### config.mk
export PLATFORM = sky130hd
export DESIGN_NAME = host_port
export DESIGN_NICKNAME = d
export VERILOG_FILES = /design/src/hdl/host_port.v
export VERILOG_INCLUDE_DIRS = /design/src /design/src/hdl
export SDC_FILE = /design/constraint.sdc
export NUM_CORES = 1
export LEC_CHECK = 0
export BUFFER_PORTS_ARGS = -buffer_cell sky130_fd_sc_hd__buf_4
export CORE_UTILIZATION = 42
export DETAILED_ROUTE_END_ITERATION = 6
export PLACE_DENSITY = 0.76
export SYNTH_ARGS = -nofsm -noshare
export SYNTH_HDL_FRONTEND = slang
export SYNTH_SLANG_ARGS = --single-unit
### constraint.sdc
create_clock -name clock_in -period 2.3 [get_ports clock_in]
set_input_delay 0.23 -clock clock_in [delete_from_list [all_inputs] [get_ports clock_in]]
set_output_delay 0.23 -clock clock_in [all_outputs]
set_load 0.02 [all_outputs]
### src/hdl/host_port_defs.vh
`ifndef HOST_PORT_DEFS_VH
`define HOST_PORT_DEFS_VH
`define CLK_PERIOD_NS 25
// read ready low pulse: 45 ns + one period, rounded up
`define READY_READ_NS 45
`define READY_READ_CYCLES ((`READY_READ_NS + `CLK_PERIOD_NS - 1) / `CLK_PERIOD_NS + 1)
`define READY_WRITE_NS 15
`define READY_WRITE_CYCLES ((`READY_WRITE_NS + `CLK_PERIOD_NS - 1) / `CLK_PERIOD_NS)
// enable after grant high: 19 ns + one period
`define REDRIVE_NS 19
`define REDRIVE_CYCLES ((`REDRIVE_NS + `CLK_PERIOD_NS - 1) / `CLK_PERIOD_NS + 1)
`define ST_IDLE 3'h0
`define ST_RELEASE 3'h1
`define ST_GRANTED 3'h2
`define ST_READ 3'h3
`define ST_WRITE 3'h4
`define ST_DONE 3'h5
`define ST_RETURN 3'h6
`endif

### src/hdl/host_port.v
`timescale 1ns/1ps
`default_nettype none
`include "host_port_defs.vh"
module host_port #(
    parameter AW = 32,
    parameter DW = 48
) (
    input wire clock_in,
    input wire resetn_in,
    input wire chip_select_n_in,
    input wire host_bus_request_n_in,
    input wire read_strobe_n_in,
    input wire store_strobe_n_in,
    input wire suspend_bus_three_state_n_in,
    input wire master_handover_cycle_in,
    input wire sync_cycle_in,
    input wire eprom_boot_in,
    input wire ready_active_drive_in,
    input wire [AW-1:0] host_address_in,
    input wire [DW-1:0] host_data_in,
    input wire [DW-1:0] mem_read_data_in,
    output wire host_bus_grant_n_out,
    output wire host_bus_grant_n_oe_out,
    output wire host_ready_out,
    output wire host_ready_oe_out,
    output wire mem_iface_oe_out,
    output wire boot_memory_select_n_oe_out,
    output wire [DW-1:0] host_data_out,
    output wire host_data_oe_out,
    output wire sync_handshake_oe_out,
    output wire mem_read_out,
    output wire mem_write_out,
    output wire [AW-1:0] mem_address_out,
    output wire [DW-1:0] mem_write_data_out
);
// --------------------------------
// input synchronisers
// --------------------------------
reg [4:0] sync1;
reg [4:0] sync2;
always @(posedge clock_in or negedge resetn_in)
begin
    if (!resetn_in)
    begin
        sync1 <= 5'h1f;
        sync2 <= 5'h1f;
    end
    else
    begin
        sync1 <= {chip_select_n_in, host_bus_request_n_in, read_strobe_n_in, store_strobe_n_in,
                  suspend_bus_three_state_n_in};
        sync2 <= sync1;
    end
end
wire cs_n = sync2[4];
wire hbr_n = sync2[3];
wire rd_n = sync2[2];
wire wr_n = sync2[1];
wire suspend_bus_three_state_n_n = sync2[0];
wire host_req = !cs_n && !hbr_n;
// --------------------------------
// handover and access sequencer
// --------------------------------
reg [2:0] state;
reg [2:0] next_state;
reg [7:0] count;
reg [7:0] next_count;
reg grant_n;
reg iface_oe;
reg ready_low;
reg [DW-1:0] data_q;
reg data_oe;
reg mem_rd;
reg mem_wr;
reg [AW-1:0] addr_q;
reg [DW-1:0] wdata_q;
// counts kept at the counter's width so a load never drops bits
localparam [7:0] READ_LEN = `READY_READ_CYCLES;
localparam [7:0] WRITE_LEN = `READY_WRITE_CYCLES;
localparam [7:0] REDRIVE_LEN = `REDRIVE_CYCLES;
// --------------------------------
// shared decode
// --------------------------------
// last cycle of a counted phase; sequencer and datapath must agree on it
function count_done;
    input [7:0] value;
    begin
        count_done = (value <= 8'h01);
    end
endfunction
// --------------------------------
// next state
// --------------------------------
always @*
begin
    next_state = state;
    next_count = count;
    case (state)
        `ST_IDLE:
            if (host_req)
                next_state = `ST_RELEASE;
        `ST_RELEASE:
            next_state = `ST_GRANTED;
        `ST_GRANTED:
            if (!host_req)
                next_state = `ST_RETURN;
            else if (!rd_n)
            begin
                next_state = `ST_READ;
                next_count = READ_LEN;
            end
            else if (!wr_n)
            begin
                next_state = `ST_WRITE;
                next_count = WRITE_LEN;
            end
        `ST_READ, `ST_WRITE:
            if (!count_done(count))
                next_count = count - 8'h01;
            else
                next_state = `ST_DONE;
        `ST_DONE:
            if (rd_n && wr_n)
                next_state = `ST_GRANTED;
        `ST_RETURN:
            if (!count_done(count))
                next_count = count - 8'h01;
            else
                next_state = `ST_IDLE;
        default:
            next_state = `ST_IDLE;
    endcase
    if (state == `ST_GRANTED && !host_req)
        next_count = REDRIVE_LEN;
end
// --------------------------------
// handover registers
// --------------------------------
always @(posedge clock_in or negedge resetn_in)
begin
    if (!resetn_in)
    begin
        state <= `ST_IDLE;
        count <= 8'h00;
        grant_n <= 1'b1;
        iface_oe <= 1'b1;
        ready_low <= 1'b0;
    end
    else
    begin
        state <= next_state;
        count <= next_count;
        // interface off one cycle before grant falls
        if (state == `ST_IDLE && host_req)
            iface_oe <= 1'b0;
        if (state == `ST_RELEASE)
            grant_n <= 1'b0;
        if (state == `ST_GRANTED && !host_req)
            grant_n <= 1'b1;
        // the host may still be driving for a while after grant rises
        if (state == `ST_RETURN && count_done(count))
            iface_oe <= 1'b1;
        // ready held low from request until grant, then again for the read or write phase
        ready_low <= (host_req && (next_state == `ST_IDLE || next_state == `ST_RELEASE)) ||
                     next_state == `ST_READ || next_state == `ST_WRITE;
    end
end
// --------------------------------
// memory access path
// --------------------------------
// read data is refreshed every read cycle, the last time on the same edge that ready rises
always @(posedge clock_in or negedge resetn_in)
begin
    if (!resetn_in)
    begin
        data_q <= {DW{1'b0}};
        data_oe <= 1'b0;
        mem_rd <= 1'b0;
        mem_wr <= 1'b0;
        addr_q <= {AW{1'b0}};
        wdata_q <= {DW{1'b0}};
    end
    else
    begin
        mem_rd <= 1'b0;
        mem_wr <= 1'b0;
        if (state == `ST_GRANTED && !rd_n && host_req)
        begin
            addr_q <= host_address_in;
            mem_rd <= 1'b1;
        end
        if (state == `ST_READ)
        begin
            data_q <= mem_read_data_in;
            data_oe <= 1'b1;
        end
        if (state == `ST_DONE && rd_n)
            data_oe <= 1'b0;
        // write commits late so the host's address and data have long settled
        if (state == `ST_WRITE && count_done(count))
        begin
            addr_q <= host_address_in;
            wdata_q <= host_data_in;
            mem_wr <= 1'b1;
        end
    end
end
// --------------------------------
// pin drive
// --------------------------------
wire released = !iface_oe || !suspend_bus_three_state_n_n || master_handover_cycle_in;
assign mem_iface_oe_out = !released;
assign boot_memory_select_n_oe_out = !released && eprom_boot_in;
assign host_bus_grant_n_out = grant_n;
assign host_bus_grant_n_oe_out = 1'b1;
assign host_ready_out = !ready_low;
// open drain drives only the low level; active drive also drives high
assign host_ready_oe_out = ready_low || ready_active_drive_in;
assign host_data_out = data_q;
assign host_data_oe_out = data_oe || (sync_cycle_in && !released);
assign sync_handshake_oe_out = sync_cycle_in && !released;
assign mem_read_out = mem_rd;
assign mem_write_out = mem_wr;
assign mem_address_out = addr_q;
assign mem_write_data_out = wdata_q;
endmodule
`default_nettype wire

* Word level (Yosys, flattened, before mapping)
Index checks and enable logic that the tools add are counted.
** Cells by class
- Add/sub/neg operators :: 1
- Magnitude comparators :: 1
- Reductions and logical operators :: 37
- Muxes and demuxes :: 24
- Eq/ne operators :: 12
** Operators by type and width (number)
- two-way mux 32 bit :: 2
- two-way mux 8 bit :: 5
- two-way mux 3 bit :: 7
- one-hot mux 3 bit (6 select lines) :: 1
- one-hot mux 8 bit (2 select lines) :: 1
- equality test 3 bit, second input constant :: 4
- logical AND 1 bit :: 12
- equality test 3 x 2 -> 1 bit, second input constant :: 3
- <= comparator 8 x 1 -> 1 bit, second input constant :: 1
- zero test 1 bit :: 8
- two-way mux 1 bit :: 8
- nonzero test 2 bit :: 4
- subtractor 8 x 1 -> 8 bit, second input constant :: 1
- logical OR 1 bit :: 7
- equality test 3 x 1 -> 1 bit, second input constant :: 2
- zero test 3 bit :: 2
- != test 3 x 2 -> 1 bit, second input constant :: 2
- != test 4 x 3 -> 1 bit, second input constant :: 1
- AND reduction 4 bit :: 1
- nonzero test 3 bit :: 1
- OR reduction 3 bit :: 1
- OR reduction 2 bit :: 1
** Word-level totals
- Bits of input ports :: 139
- Register bits after elaboration :: 155
- Output and inout bits :: 138
- Word-level logic and storage cells :: 88

* Logic depth before layout (Yosys ltp)
- Word-level depth :: 9
- Mapped depth :: 9
- Mapped depth without buffers :: 7

* Least setup slack after synthesis
No wires, ideal clock.
- Kind :: reg2reg
- Start :: register count[4]
- End :: register wdata_q[38] (netlist: mem_write_data_out[38])
- Path slack :: 0.089 ns
- Library setup time :: 0.127 ns
- Cell stages (with the launch flop) :: 9
- Path buffers :: 4
- Period minus slack after synthesis :: 2.211 ns
- Data required time :: 2.173 ns
- Data arrival time :: 2.083 ns
- Cells stage by stage :: dfrtp_1 -> or3_1 -> buf_2 -> or3_1 -> buf_2 -> nor2_4 -> buf_6 -> buf_8 -> mux2_1
** On the way
- Word-level cells in the longest chain between the ends :: 2
** RTL lines
- start: declaration :: line host_port.v:66 : reg [7:0] count;
- start signal: assignment :: line host_port.v:152 : count <= next_count;
- <= comparator 8 x 1 -> 1 bit :: line host_port.v:88 : count_done = (value <= 8'h01);
- logical AND 1 bit :: line host_port.v:200 : if (state == `ST_WRITE && count_done(count))
- end signal: assignment :: line host_port.v:181 : wdata_q <= {DW{1'b0}};
- end signal: assignment :: line host_port.v:203 : wdata_q <= host_data_in;
- end: declaration :: line host_port.v:76 : reg [DW-1:0] wdata_q;
No other way between the ends.
A chain may end at the register's enable or synchronous reset.

* Final worst setup path
- Start :: register count[4]
- End :: register ready_low
** On the way
- Word-level cells in the longest chain between the ends :: 8
- Elaborated cells on any way between the ends :: 12
- Classes of those cells :: order compare (1); eq/ne (3); mux (3); reduce/logical (5)
** RTL lines
- <= comparator 8 x 1 -> 1 bit * :: line host_port.v:88
- two-way mux 3 bit (on tied branches) :: line host_port.v:126, host_port.v:118
- one-hot mux 3 bit (6 select lines) * :: line host_port.v:98 : case (state)
- net next_state[1] :: line host_port.v:65 : reg [2:0] next_state;
- equality test 3 x 1 -> 1 bit (no line) / zero test 3 bit (equally long branches)
- logical OR 1 bit (no line)
- logical AND 1 bit :: line host_port.v:164 : ready_low <= (host_req && (next_state == `ST_IDLE || next_state == `ST_RELEASE)) ||
- logical OR 1 bit (no line)
- logical OR 1 bit (no line) *
- end signal: assignment :: line host_port.v:164
- end: declaration :: line host_port.v:70 : reg ready_low;
Mark *: on every way through the listed nets, which the timed path passes. The rest lies on a longest branch.

==> impl_metrics.env <==
export IMPL_final_setup_viol_count=0
export IMPL_final_max_slew_violation_count=0
export IMPL_clk_insertion_delay_late_ns=0.42
export IMPL_synth_largest_area_cell="sky130_fd_sc_hd__dfrtp_1"
export IMPL_drt_wl_total_um=14500
export IMPL_ir_drop_mv=0.832
export IMPL_critical_path_class="register to register"
export IMPL_crit_slowest_cell="sky130_fd_sc_hd__nor4bb_1"
export IMPL_dr_total_vias=4319
export IMPL_dr_pass1_iters=4
export IMPL_synth_area_um2=6120
export IMPL_worst_hold_startpoint="host_address_in[16]"
export IMPL_grt_pass1_vias=4529
export IMPL_gp_congestion=0.841
export IMPL_grt_ovfl_total=0
export IMPL_pwr_per_cell_area_nw_per_um2=1320
export IMPL_slew_headroom_pct=59.5
export IMPL_yosys_most_used_dff="sky130_fd_sc_hd__dfrtp_1"
export IMPL_mostFrequentLayoutCells="284 x sky130_fd_sc_hd__buf_4, 143 x sky130_fd_sc_hd__dfrtp_1, 108 x sky130_fd_sc_hd__mux2_2, 23 x sky130_fd_sc_hd__mux2_1, 17 x sky130_fd_sc_hd__clkbuf_16"
export IMPL_startpoint="count[4]"
export IMPL_cell_by_cell_trace_of_the_critical_path="or3_1 > buf_4 > o311ai_0 > o2111ai_1 > nor4bb_1 > a221oi_2"
export IMPL_antennaDiodeCount=0
export IMPL_worst_setup_path_end_kind="register"
export IMPL_critPathTopFamily="simple AND/OR/NAND/NOR gates"
export IMPL_final_min_period_over_clock_period_pct=96.5
export IMPL_finalCoreUtilization_pct=64.7
export IMPL_async_flop_share_pct=100
export IMPL_grt_setup_unrepaired="no"
export IMPL_postSynthAreaPerCell_um2=15.1
export IMPL_cts_clk_slew_worst_paths_ns=0.06
export IMPL_rows=43
export IMPL_clk_path_buf_depth=2
export IMPL_htree_num_levels=4
export IMPL_grtUsageTotal_pct=19.5
export IMPL_tritoncts_buffers=17
export IMPL_timing_reg2reg_setup_slack_ns=0.08
export IMPL_ys_ff_latch=155
export IMPL_synthCells=406
export IMPL_cap_viol_max_count=0
export IMPL_drc=0
export IMPL_chipWidth_um=123
export IMPL_finalNetCount=841
export IMPL_crit_required_ns=2.57
export IMPL_worst_slew_pin_slew_ns=0.608
export IMPL_worstReg2RegStart="count[4]"
export IMPL_grt_start_max_net_pins=65
export IMPL_crit_arrival_ns=2.49
export IMPL_die_area_um2=15100
export IMPL_grt_pass1_wl_um=22000
export IMPL_worstPathBufferInverterCount=1
export IMPL_crit_fanout=5
export IMPL_cts_root_buf="sky130_fd_sc_hd__clkbuf_16"
export IMPL_p_leak_uw=0.00443
export IMPL_min_delay_path_class="input pin to register"
export IMPL_initial_core_utilization_pct=43.6
export IMPL_syn_num_nets=547
export IMPL_fin_worst_skew_ns=0.00907
export IMPL_dp_hpwl_um=10800
export IMPL_synth_cell_types=48
export IMPL_dr_first_iter_drc_count=103
export IMPL_tritoncts="done"
export IMPL_crit_path_max_incr_delay_ns=0.45
export IMPL_cts_setup_buffers=0
export IMPL_route_detailed_vias_per_inst=4.84
export IMPL_floorplan_core_area_um2=14000
export IMPL_wire_per_inst_um=16.3
export IMPL_io_pins=277
export IMPL_critical_path_startpoint_type="register"
export IMPL_area_growth_syn_to_layout_pct=48.6
export IMPL_yosys_top_cells_area="sky130_fd_sc_hd__dfrtp_1 58%, sky130_fd_sc_hd__mux2_2 20%, sky130_fd_sc_hd__dfstp_2 5.2%"
export IMPL_antenna_found_initial=0
export IMPL_sequential_element_share_of_the_synthesized_area_pct=63.7
export IMPL_finalHoldViolations=0
export IMPL_place_port_buffers=275
export IMPL_die_height_um=123
export IMPL_ys_warnings_count=0
export IMPL_final_setup_tns_ns=0
export IMPL_drive_gt1_share_pct=62.6
export IMPL_detail_route_antenna_nets=0
export IMPL_mostFrequentLayoutCell="sky130_fd_sc_hd__buf_4"
export IMPL_timing_final_crit_period_ns=2.22
export IMPL_yosys_area_top_type_share_pct=58.5
export IMPL_synth_enable_flop_cells=0
export IMPL_achievable_frequency_ghz=0.450
export IMPL_status="complete, no violations"
export IMPL_clock_sink_count=155
[stage by stage]
step	cell area, um^2	setup slack, ns	power, uW	hold slack [ns]	cells
final	9090	0.0796	12000	0.0273	893
after global routing	9090	0.0135	12600	0.0138	893
after detailed placement	8430	0.0780	9330	0.266	855
after global placement	8430	0.105	9140	0.254	855
after CTS	9080	0.0676	12200	0.0170	893
after floorplan	6120	0.0891	7070	-0.0656	406
[worst register-to-register path: cells and delay by family, from the launching register on]
kind	cells	cell delay [ns]
DFF	1	0.40
AOI/OAI and AO/OA	3	0.66
buffers and inverters	1	0.16
and+or+nand+nor	2	0.85
[worst paths after layout]
kind | to | cells after the start
setup / recovery | ready_low | 6
hold / removal | mem_address_out[16] | 2
setup reg to reg | ready_low | 6
hold reg to reg | sync2[4] | 0
max in group asynchronous | sync2[3] | 3
min in group asynchronous | mem_address_out[11] | 2
[area by class of cell]
cell class,count,area [um^2]
clock inverters,7,88.8
flip-flops and latches,155,3890
multi-input cells,227,2080
well taps,180,225
fillers,1069,4950
clock buffers,25,505
repair buffers,295,2280
inverters,4,15.0
[metal layers]
metal	vias to the layer above	GRT usage (%)	share of wire, %
met2	162	34.6	54
met1	2127	21.8	38
li1	2012	-	-
met5	-	0	0
met3	18	5.44	6.2
met4	0	8.16	1.9
[Yosys cell counts (2+ instances only)]
library cell               instances
sky130_fd_sc_hd__dfrtp_1         143
sky130_fd_sc_hd__mux2_2          108
sky130_fd_sc_hd__mux2_1           23
sky130_fd_sc_hd__nor2_1           15
sky130_fd_sc_hd__dfstp_2          12
sky130_fd_sc_hd__nand2_1          11
sky130_fd_sc_hd__a21oi_1           8
sky130_fd_sc_hd__nor2b_1           7
sky130_fd_sc_hd__clkbuf_1          6
sky130_fd_sc_hd__nor4_1            5
sky130_fd_sc_hd__buf_4             4
sky130_fd_sc_hd__buf_6             4
sky130_fd_sc_hd__inv_1             4
sky130_fd_sc_hd__nand2b_1          4
sky130_fd_sc_hd__and2_1            3
sky130_fd_sc_hd__buf_2             3
sky130_fd_sc_hd__o21ai_0           3
sky130_fd_sc_hd__or2_2             3
sky130_fd_sc_hd__or3_1             3
sky130_fd_sc_hd__xnor2_1           3
sky130_fd_sc_hd__a31oi_1           2
sky130_fd_sc_hd__buf_1             2
sky130_fd_sc_hd__ha_1              2
sky130_fd_sc_hd__nand3_1           2
sky130_fd_sc_hd__nand4_1           2
sky130_fd_sc_hd__nor3_1            2
[state kept, by name, summed over array words and instances, names as in the netlist, 3 cells and up]
signal,count
host_data_out,48
mem_write_data_out,48
mem_address_out,32
count,8
sync1,5
sync2,5
state,3
[kinds of logic (layout without fill, tap and decap cells)]
kind of cell	Yosys count	after routing	synth area share, %
AOI/OAI and AO/OA	23	23	2.70
xor gates and xnor gates	4	4	0.573
adders and majority gates	2	2	0.409
buffers and inverters	24	331	2.45
DFF	155	155	63.7
muxes	132	132	24.3
other	1	1	0.0613
and+or+nand+nor	65	65	5.87
[what timing repair did]
| action | in CTS | in global routing |
|---|---|---|
| hold endpoints to repair | 60 | 0 |
| hold buffers | 6 | 0 |
| endpoints found under the setup margin | 0 | 9 |
| gates resized for setup | 0 | 1 |
[power by group]
part / total, uW / internal (uW) / switching (uW) / leakage (uW)
Clock: 2770 / 1740 / 1040 / 0.000297
Combinational: 4830 / 2380 / 2440 / 0.00226
Sequential: 4440 / 3800 / 638 / 0.00187
Power figures use the tool's default switching activity.
